==> config.mk <==
export PLATFORM = sky130hd
export DESIGN_NAME = irr_router
export DESIGN_NICKNAME = d
export VERILOG_FILES = /design/src/irr_pkg.sv /design/src/irr_router.sv /design/src/irr_pulse_latch.sv
export VERILOG_INCLUDE_DIRS = /design/src
export SDC_FILE = /design/constraint.sdc
export NUM_CORES = 1
export LEC_CHECK = 0
export BUFFER_PORTS_ARGS = -buffer_cell sky130_fd_sc_hd__buf_4
export CAP_MARGIN = 15
export CORE_UTILIZATION = 36
export CTS_CLUSTER_DIAMETER = 80
export CTS_CLUSTER_SIZE = 10
export DETAILED_ROUTE_END_ITERATION = 8
export PLACE_DENSITY = 0.92
export SYNTH_ARGS = -nofsm -noshare
export SYNTH_HDL_FRONTEND = slang
export SYNTH_SLANG_ARGS = --single-unit
==> constraint.sdc <==
create_clock -name i_sys_clk -period 2.5 [get_ports i_sys_clk]
set_clock_uncertainty 0.2 [all_clocks]
set_input_delay 0.5 -clock i_sys_clk [delete_from_list [all_inputs] [get_ports i_sys_clk]]
set_output_delay 0.5 -clock i_sys_clk [all_outputs]
set_load 0.01 [all_outputs]
==> src/irr_params.svh <==
// Constants for the interrupt request routing block.
// Assumes inclusion by the package and design files only.
`ifndef IRR_PARAMS_SVH
`define IRR_PARAMS_SVH
`define IRR_NODE_COUNT 16
`define IRR_NODE_VREF 3
`define IRR_NODE_CC0 4
`define IRR_NODE_SSC1 8
`define IRR_NODE_SSC2 9
`define IRR_NODE_UART1 10
`define IRR_NODE_UART2 11
`define IRR_NODE_EXT0 12
`define IRR_NODE_EXT1 13
`define IRR_NODE_BRIDGE_DRIVER 14
`define IRR_PULSE_CYCLES 2
`define IRR_CC_LINES 4
`endif

==> src/irr_pkg.sv <==
// Types for the interrupt request routing block.
// Assumes irr_params.svh is on the include path.
`include "irr_params.svh"
package irr_pkg;
    typedef logic [`IRR_NODE_COUNT-1:0] irr_nodes_type;
    typedef logic [1:0] irr_cnt_type;
endpackage : irr_pkg

==> src/irr_router.sv <==
// Routes peripheral service requests onto interrupt node lines.
// Assumes flags and enables arrive as synchronous levels from peripherals.
// Notes on behaviour
// - UART receive requests mirror receive_done_flag on nodes 10 and 11 until cleared.
// - UART transmit requests mirror transmit_done_flag, gated by transmit enable, same node.
// - Four capture_compare_unit lines go to nodes 4..7 as 2-cycle levels latched in flags.
// - Sync byte error and end flags drive node 10 under one sync_irq_enable.
// - Each request pairs flag and enable; reference to 3, serial to 8/9, driver to 14.
`timescale 1ns/1ps
`include "irr_params.svh"
module irr_router
    import irr_pkg::*;
(
    // Clock and reset
    input wire logic i_sys_clk,
    input wire logic i_srst,
    // Five volt reference: overload, upper, lower
    input wire logic [2:0] i_vref_flag,
    input wire logic [2:0] i_vref_en,
    // Capture compare service lines and flag clears
    input wire logic [3:0] i_cc_req,
    input wire logic [3:0] i_cc_clr,
    input wire logic [3:0] i_cc_en,
    // Serial channels: error, transmit, receive
    input wire logic [2:0] i_ssc1_flag,
    input wire logic [2:0] i_ssc1_en,
    input wire logic [2:0] i_ssc2_flag,
    input wire logic [2:0] i_ssc2_en,
    // UARTs, index 0 first, 1 second
    input wire logic [1:0] i_receive_done_flag,
    input wire logic [1:0] i_receive_en,
    input wire logic [1:0] i_transmit_done_flag,
    input wire logic [1:0] i_transmit_en,
    // LIN sync detection
    input wire logic i_sync_byte_error_flag,
    input wire logic i_sync_byte_end_flag,
    input wire logic i_sync_irq_enable,
    // Other node 10 sources: timer overflow, timer ext, over temp, over current, timeout
    input wire logic [4:0] i_n10_flag,
    input wire logic [4:0] i_n10_en,
    // Other node 11 sources: timer overflow, timer ext, external int 2
    input wire logic [2:0] i_n11_flag,
    input wire logic [2:0] i_n11_en,
    // External interrupts: node 12 has two sources, node 13 one
    input wire logic [1:0] i_ext0_flag,
    input wire logic [1:0] i_ext0_en,
    input wire logic i_ext1_flag,
    input wire logic i_ext1_en,
    // Bridge driver supply thresholds: lower, upper
    input wire logic [1:0] i_bridge_driver_flag,
    input wire logic [1:0] i_bridge_driver_en,
    // Outputs
    output logic [3:0] o_cc_flag,
    output irr_nodes_type o_interrupt_node_line
);
    typedef struct packed {
        irr_nodes_type nodes;
    } irr_state_type;

    irr_state_type state_q;
    irr_state_type state_d;
    logic [3:0] cc_level;

    genvar gi;
    generate
        for (gi = 0; gi < `IRR_CC_LINES; gi++)
        begin : g_cc
            irr_pulse_latch u_latch (
                .i_sys_clk(i_sys_clk),
                .i_srst(i_srst),
                .i_req(i_cc_req[gi]),
                .i_clr(i_cc_clr[gi]),
                .o_flag(o_cc_flag[gi]),
                .o_level(cc_level[gi])
            );
            cc_node_a: assert property (@(posedge i_sys_clk) disable iff (i_srst)
                i_cc_req[gi] ##1 i_cc_en[gi] |=> o_interrupt_node_line[`IRR_NODE_CC0 + gi])
                else $error("capture compare request not on its node");
            cc_end_a: assert property (@(posedge i_sys_clk) disable iff (i_srst)
                i_cc_req[gi] ##1 !i_cc_req[gi] [*3] |=> !o_interrupt_node_line[`IRR_NODE_CC0 + gi])
                else $error("capture compare level longer than two cycles");
            cc_off_a: assert property (@(posedge i_sys_clk) disable iff (i_srst)
                !i_cc_en[gi] |=> !o_interrupt_node_line[`IRR_NODE_CC0 + gi])
                else $error("disabled capture compare line on its node");
            cc_flag_a: assert property (@(posedge i_sys_clk) disable iff (i_srst)
                i_cc_clr[gi] && !i_cc_req[gi] |=> !o_cc_flag[gi])
                else $error("capture compare flag not cleared");
            cc_hold_a: assert property (@(posedge i_sys_clk) disable iff (i_srst)
                o_cc_flag[gi] && !i_cc_clr[gi] |=> o_cc_flag[gi])
                else $error("capture compare flag lost without clear");
        end
    endgenerate

    always_comb
    begin
        state_d = '0;
        state_d.nodes[`IRR_NODE_VREF] = |(i_vref_flag & i_vref_en);
        for (int k = 0; k < `IRR_CC_LINES; k++)
        begin
            state_d.nodes[`IRR_NODE_CC0 + k] = cc_level[k] & i_cc_en[k];
        end
        state_d.nodes[`IRR_NODE_SSC1] = |(i_ssc1_flag & i_ssc1_en);
        state_d.nodes[`IRR_NODE_SSC2] = |(i_ssc2_flag & i_ssc2_en);
        state_d.nodes[`IRR_NODE_UART1] = (i_receive_done_flag[0] & i_receive_en[0])
            | (i_transmit_done_flag[0] & i_transmit_en[0])
            | ((i_sync_byte_error_flag | i_sync_byte_end_flag) & i_sync_irq_enable)
            | (|(i_n10_flag & i_n10_en));
        state_d.nodes[`IRR_NODE_UART2] = (i_receive_done_flag[1] & i_receive_en[1])
            | (i_transmit_done_flag[1] & i_transmit_en[1])
            | (|(i_n11_flag & i_n11_en));
        state_d.nodes[`IRR_NODE_EXT0] = |(i_ext0_flag & i_ext0_en);
        state_d.nodes[`IRR_NODE_EXT1] = i_ext1_flag & i_ext1_en;
        state_d.nodes[`IRR_NODE_BRIDGE_DRIVER] = |(i_bridge_driver_flag & i_bridge_driver_en);
    end

    always_ff @(posedge i_sys_clk)
    begin
        if (i_srst)
        begin
            state_q <= '0;
        end
        else
        begin
            state_q <= state_d;
        end
    end

    assign o_interrupt_node_line = state_q.nodes;

    // Node 10 and 11 requests
    uart_rx_a: assert property (@(posedge i_sys_clk) disable iff (i_srst)
        i_receive_done_flag[0] && i_receive_en[0] |=> o_interrupt_node_line[10])
        else $error("uart1 receive not on node 10");
    uart2_rx_a: assert property (@(posedge i_sys_clk) disable iff (i_srst)
        i_receive_done_flag[1] && i_receive_en[1] |=> o_interrupt_node_line[11])
        else $error("uart2 receive not on node 11");
    uart_tx_a: assert property (@(posedge i_sys_clk) disable iff (i_srst)
        i_transmit_done_flag[1] && i_transmit_en[1] |=> o_interrupt_node_line[11])
        else $error("uart2 transmit not on node 11");
    uart1_tx_a: assert property (@(posedge i_sys_clk) disable iff (i_srst)
        i_transmit_done_flag[0] && i_transmit_en[0] |=> o_interrupt_node_line[10])
        else $error("uart1 transmit not on node 10");
    sync_gate_a: assert property (@(posedge i_sys_clk) disable iff (i_srst)
        i_sync_byte_end_flag && i_sync_irq_enable |=> o_interrupt_node_line[10])
        else $error("sync end not on node 10");
    sync_err_a: assert property (@(posedge i_sys_clk) disable iff (i_srst)
        i_sync_byte_error_flag && i_sync_irq_enable |=> o_interrupt_node_line[10])
        else $error("sync error not on node 10");
    node10_off_a: assert property (@(posedge i_sys_clk) disable iff (i_srst)
        !i_receive_en[0] && !i_transmit_en[0] && !i_sync_irq_enable && i_n10_en == 5'h0
        |=> !o_interrupt_node_line[10])
        else $error("node 10 set with all its enables off");
    node11_off_a: assert property (@(posedge i_sys_clk) disable iff (i_srst)
        !i_receive_en[1] && !i_transmit_en[1] && i_n11_en == 3'h0 |=> !o_interrupt_node_line[11])
        else $error("node 11 set with all its enables off");
    node10_idle_a: assert property (@(posedge i_sys_clk) disable iff (i_srst)
        !i_receive_done_flag[0] && !i_transmit_done_flag[0] && !i_sync_byte_error_flag
        && !i_sync_byte_end_flag && i_n10_flag == 5'h0 |=> !o_interrupt_node_line[10])
        else $error("node 10 set with no source flag");
    node11_idle_a: assert property (@(posedge i_sys_clk) disable iff (i_srst)
        !i_receive_done_flag[1] && !i_transmit_done_flag[1] && i_n11_flag == 3'h0
        |=> !o_interrupt_node_line[11])
        else $error("node 11 set with no source flag");
    n10_other_a: assert property (@(posedge i_sys_clk) disable iff (i_srst)
        (i_n10_flag & i_n10_en) != 5'h0 |=> o_interrupt_node_line[10])
        else $error("other node 10 source not routed");
    n11_other_a: assert property (@(posedge i_sys_clk) disable iff (i_srst)
        (i_n11_flag & i_n11_en) != 3'h0 |=> o_interrupt_node_line[11])
        else $error("other node 11 source not routed");

    // Capture compare, reference and serial nodes
    cc_map_a: assert property (@(posedge i_sys_clk) disable iff (i_srst)
        i_cc_req[2] ##1 i_cc_en[2] |=> o_interrupt_node_line[6])
        else $error("capture compare line 2 not on node 6");
    vref_map_a: assert property (@(posedge i_sys_clk) disable iff (i_srst)
        i_vref_flag[1] && i_vref_en[1] |=> o_interrupt_node_line[3])
        else $error("reference monitor not on node 3");
    vref_any_a: assert property (@(posedge i_sys_clk) disable iff (i_srst)
        (i_vref_flag & i_vref_en) != 3'h0 |=> o_interrupt_node_line[3])
        else $error("reference source not on node 3");
    vref_idle_a: assert property (@(posedge i_sys_clk) disable iff (i_srst)
        (i_vref_flag & i_vref_en) == 3'h0 |=> !o_interrupt_node_line[3])
        else $error("node 3 set with no enabled source");
    ssc1_map_a: assert property (@(posedge i_sys_clk) disable iff (i_srst)
        (i_ssc1_flag & i_ssc1_en) != 3'h0 |=> o_interrupt_node_line[8])
        else $error("serial channel 1 request not on node 8");
    idle_node_a: assert property (@(posedge i_sys_clk) disable iff (i_srst)
        (i_ssc1_flag & i_ssc1_en) == 3'h0 |=> !o_interrupt_node_line[8])
        else $error("node 8 set with no enabled source");
    ssc2_map_a: assert property (@(posedge i_sys_clk) disable iff (i_srst)
        (i_ssc2_flag & i_ssc2_en) != 3'h0 |=> o_interrupt_node_line[9])
        else $error("serial channel 2 request not on node 9");
    ssc2_idle_a: assert property (@(posedge i_sys_clk) disable iff (i_srst)
        (i_ssc2_flag & i_ssc2_en) == 3'h0 |=> !o_interrupt_node_line[9])
        else $error("node 9 set with no enabled source");

    // External, driver supply and unmapped nodes
    ext0_map_a: assert property (@(posedge i_sys_clk) disable iff (i_srst)
        (i_ext0_flag & i_ext0_en) != 2'h0 |=> o_interrupt_node_line[12])
        else $error("external request not on node 12");
    ext0_idle_a: assert property (@(posedge i_sys_clk) disable iff (i_srst)
        (i_ext0_flag & i_ext0_en) == 2'h0 |=> !o_interrupt_node_line[12])
        else $error("node 12 set with no enabled source");
    ext1_map_a: assert property (@(posedge i_sys_clk) disable iff (i_srst)
        i_ext1_flag && i_ext1_en |=> o_interrupt_node_line[13])
        else $error("external request not on node 13");
    ext1_idle_a: assert property (@(posedge i_sys_clk) disable iff (i_srst)
        !(i_ext1_flag && i_ext1_en) |=> !o_interrupt_node_line[13])
        else $error("node 13 set with no enabled source");
    bridge_driver_map_a: assert property (@(posedge i_sys_clk) disable iff (i_srst)
        (i_bridge_driver_flag & i_bridge_driver_en) == 2'h0 |=> !o_interrupt_node_line[14])
        else $error("node 14 set without source");
    bridge_driver_set_a: assert property (@(posedge i_sys_clk) disable iff (i_srst)
        (i_bridge_driver_flag & i_bridge_driver_en) != 2'h0 |=> o_interrupt_node_line[14])
        else $error("driver supply threshold not on node 14");
    unused_nodes_a: assert property (@(posedge i_sys_clk) disable iff (i_srst)
        o_interrupt_node_line[2:0] == 3'h0 && !o_interrupt_node_line[15])
        else $error("unmapped node line set");
    reset_clear_a: assert property (@(posedge i_sys_clk)
        i_srst |=> o_interrupt_node_line == 16'h0000 && o_cc_flag == 4'h0)
        else $error("outputs not cleared by reset");
endmodule : irr_router

==> src/irr_pulse_latch.sv <==
// Latches a pulsed service request and stretches it to a fixed length.
// Assumes single clock, synchronous reset.
`timescale 1ns/1ps
`include "irr_params.svh"
module irr_pulse_latch
    import irr_pkg::*;
(
    // Clock and reset
    input wire logic i_sys_clk,
    input wire logic i_srst,
    // Request
    input wire logic i_req,
    input wire logic i_clr,
    // Outputs
    output logic o_flag,
    output logic o_level
);
    typedef struct packed {
        logic flag;
        irr_cnt_type cnt;
    } irr_pl_state_type;

    irr_pl_state_type state_q;
    irr_pl_state_type state_d;

    always_comb
    begin
        state_d = state_q;
        if (i_clr)
        begin
            state_d.flag = 1'b0;
        end
        if (i_req)
        begin
            state_d.flag = 1'b1;
            state_d.cnt = 2'(`IRR_PULSE_CYCLES);
        end
        else if (state_q.cnt != 2'h0)
        begin
            state_d.cnt = state_q.cnt - 2'h1;
        end
    end

    always_ff @(posedge i_sys_clk)
    begin
        if (i_srst)
        begin
            state_q <= '0;
        end
        else
        begin
            state_q <= state_d;
        end
    end

    assign o_flag = state_q.flag;
    assign o_level = state_q.cnt != 2'h0;

    pulse_len_a: assert property (@(posedge i_sys_clk) disable iff (i_srst)
        i_req ##1 !i_req |-> o_level ##1 o_level)
        else $error("stretched request shorter than two cycles");
    flag_set_a: assert property (@(posedge i_sys_clk) disable iff (i_srst)
        i_req |=> o_flag)
        else $error("request flag not latched");
    flag_clear_a: assert property (@(posedge i_sys_clk) disable iff (i_srst)
        i_clr && !i_req |=> !o_flag)
        else $error("request flag not cleared");
endmodule : irr_pulse_latch

==> impl_metrics.py <==
metrics = {
    "worst_setup_path": {
        "crit_path_start_kind": "register",
        "worstPathRequired_ns": 1.80,
        "cpMaxStageDelayCell": "dfxtp_1",
        "path_max_fanout": 2,
        "end_kind": "output pin",
        "slowest_delay_ns": 0.36,
        "crit_family": "flip-flops",
        "crit_buf_inv": 1,
        "path_class": "reg -> out",
        "path_cells": "buf_4",
        "cp.arrival_ns": 0.78,
    },
    "timing": {
        "slew_viol_final": 0,
        "hold_viol": 0,
        "tns_ns": 0,
        "timing.fmax_mhz": 678,
        "fin_crit_sh_pct": 59.0,
        "setup_violations": 0,
        "fin_crit_ns": 1.48,
        "rsz0062_at_grt": "false",
    },
    "synthesis": {
        "synth-seq-cells": 24,
        "synth_seq_area_share_pct": 56.0,
        "ys_types": 16,
        "synthMostInstantiatedCell": "dfxtp_1",
        "synthesis.instances": 87,
        "synthTopCellsByCount": "dfxtp_1 (24), nor2_1 (18), a21oi_1 (9)",
        "avgSynthCellArea_um2": 9.87,
        "synth-edff-count": 0,
        "netlist.area_leader.share_pct": 56.0,
        "syn_area_um2": 858,
        "ys.flop_type": "dfxtp_1",
        "yosys.area.top_type": "dfxtp_1",
        "ys_warn_count": 0,
        "async_flop_share_pct": 0,
        "yosys-top-cells-area": "dfxtp_1 (56%), nor2_1 (7.9%), buf_4 (7.0%)",
    },
    "clocking": {
        "h-tree-depth": 1,
        "cts-root-buf": "clkbuf_4",
        "cts_tree": "yes",
        "ctsHoldBuffers": 0,
        "cts_setup_buffers": 0,
        "clock_sinks": 24,
        "clk_path_buf_depth": 2,
        "numCtsBuffers": 3,
        "clk_pin_slew_ns": 0.11,
        "cts_resized": 0,
        "clkLatencyLatePin_ns": 0.30,
    },
    "drt": {
        "wl_per_cell_um": 12.4,
        "ant_nets": 0,
        "dr.pass1.iters": 4,
        "drc": 0,
        "drt-total-wl_mm": 2.42,
        "drtIter0Drc": 29,
        "dr_total_vias": 950,
        "via_per_inst": 4.87,
    },
    "placement": {
        "dp_cells": 192,
        "portBuffers": 84,
        "place_congestion": 0.646,
        "hpwl_mm": 2.04,
    },
    "floorplan": {
        "pin_count": 89,
        "start_util_pct": 38.4,
        "dieArea_um2": 2580,
        "die_y_um": 50.8,
        "core_region_area_um2": 2230,
        "rows": 17,
        "chipWidth_um": 50.8,
    },
    "hold_path": {
        "hp-class": "in -> reg",
    },
    "layout": {
        "syn_to_final_growth_pct": 73.3,
        "fin_util_pct": 66.6,
        "drive_gt1_share_pct": 52.7,
        "antenna-diode-count": 0,
        "finalNetCount": 238,
        "fin_cells": 195,
        "regArea_um2": 480,
        "fillCellCount": 188,
        "multi_input_area_um2": 304,
    },
    "power_and_ir_drop": {
        "peakVddDrop_mv": 0.480,
        "powerDensity_nw_per_um2": 485,
        "p_leak_nw": 0.744,
        "power_mw": 0.722,
    },
    "flow_run": {
        "maxCapViolations": 0,
    },
    "grt": {
        "grt_start_max_net_pins": 25,
        "grt_first_pass_wirelength_mm": 3.56,
        "grt_usage_pct": 18.6,
        "overflow": 0,
        "antenna_found_initial": 0,
        "grt_pass1_vias": 892,
    },
    "run_status": {
        "outcome": "finished, final reports clean",
    },
}
layout by cell type, fill, tap and decap left out:
master    netlist  final
clkbuf_4        0      3
nor2_1         18     18
inv_1           4      4
a22o_1          1      1
a21oi_1         9      9
buf_4           8     84
nor3b_1         4      4
dfxtp_1        24     24
o21ai_0         1      1
a221oi_2        1      1
nand2_1         1      1
nor4b_1         4      4
a22oi_1         3      3
conb_1          1      4
a222oi_1        5      5
a31oi_1         1      1
cells by family after synthesis:
group | synth area share [%]
other | 0.437
AOI/OAI and AO/OA | 17.8
DFF | 56.0
buffers and inverters | 9.91
and+or+nand+nor | 15.9
worst paths after layout:
path                                    from  cells past startpoint                         end  slack, ns
setup / recovery      g_cc[1].u_latch.o_flag                      1                o_cc_flag[1]       1.02
hold / removal                   i_cc_req[0]                      2  g_cc[0].u_latch.state_q[0]       0.17
setup reg to reg  g_cc[1].u_latch.state_q[0]                      1  g_cc[1].u_latch.state_q[0]       1.60
hold reg to reg   g_cc[0].u_latch.state_q[0]                      1  g_cc[0].u_latch.state_q[0]       0.25
cell type report:
class | count | area share (%)
clock buffers | 3 | 1.51
repair buffers | 84 | 42.4
inverters | 4 | 1.01
multi-input cells | 52 | 20.4
well taps | 28 | 2.35
flip-flops and latches | 24 | 32.3
stage by stage:
step | worst slack, ns | hold slack (ns) | area, um^2
3_5_place_dp | 1.05 | 0.242 | 1470
4_1_cts | 1.01 | 0.158 | 1490
5_1_grt | 0.978 | 0.155 | 1490
6_report | 1.02 | 0.170 | 1490
3_3_place_gp | 1.08 | 0.230 | 1470
2_1_floorplan | 1.21 | 0.221 | 870
registers in the layout, indices dropped and copies added, names as in the netlist:
signal and flops:
g_cc.u_latch.state_q 8, g_cc.u_latch.o_flag 4, o_interrupt_node_line 12
routing by layer:
| layer | GRT usage (%) | up-vias | routed length (um) |
|---|---|---|---|
| met4 | 7.87 | 0 | 57 |
| met1 | 18.2 | 433 | 803 |
| met2 | 35.6 | 48 | 1400 |
| met3 | 5.95 | 6 | 156 |
| met5 | 0 | - | 0 |
| li1 | - | 463 | - |
where the power goes:
| part | internal [mW] | switching (mW) | leakage [nW] |
|---|---|---|---|
| Clock | 0.0561 | 0.0980 | 0.0138 |
| Sequential | 0.403 | 0.00850 | 0.199 |
| Combinational | 0.103 | 0.0535 | 0.531 |
| Total | 0.562 | 0.160 | 0.744 |
Power figures use the tool's default switching activity.
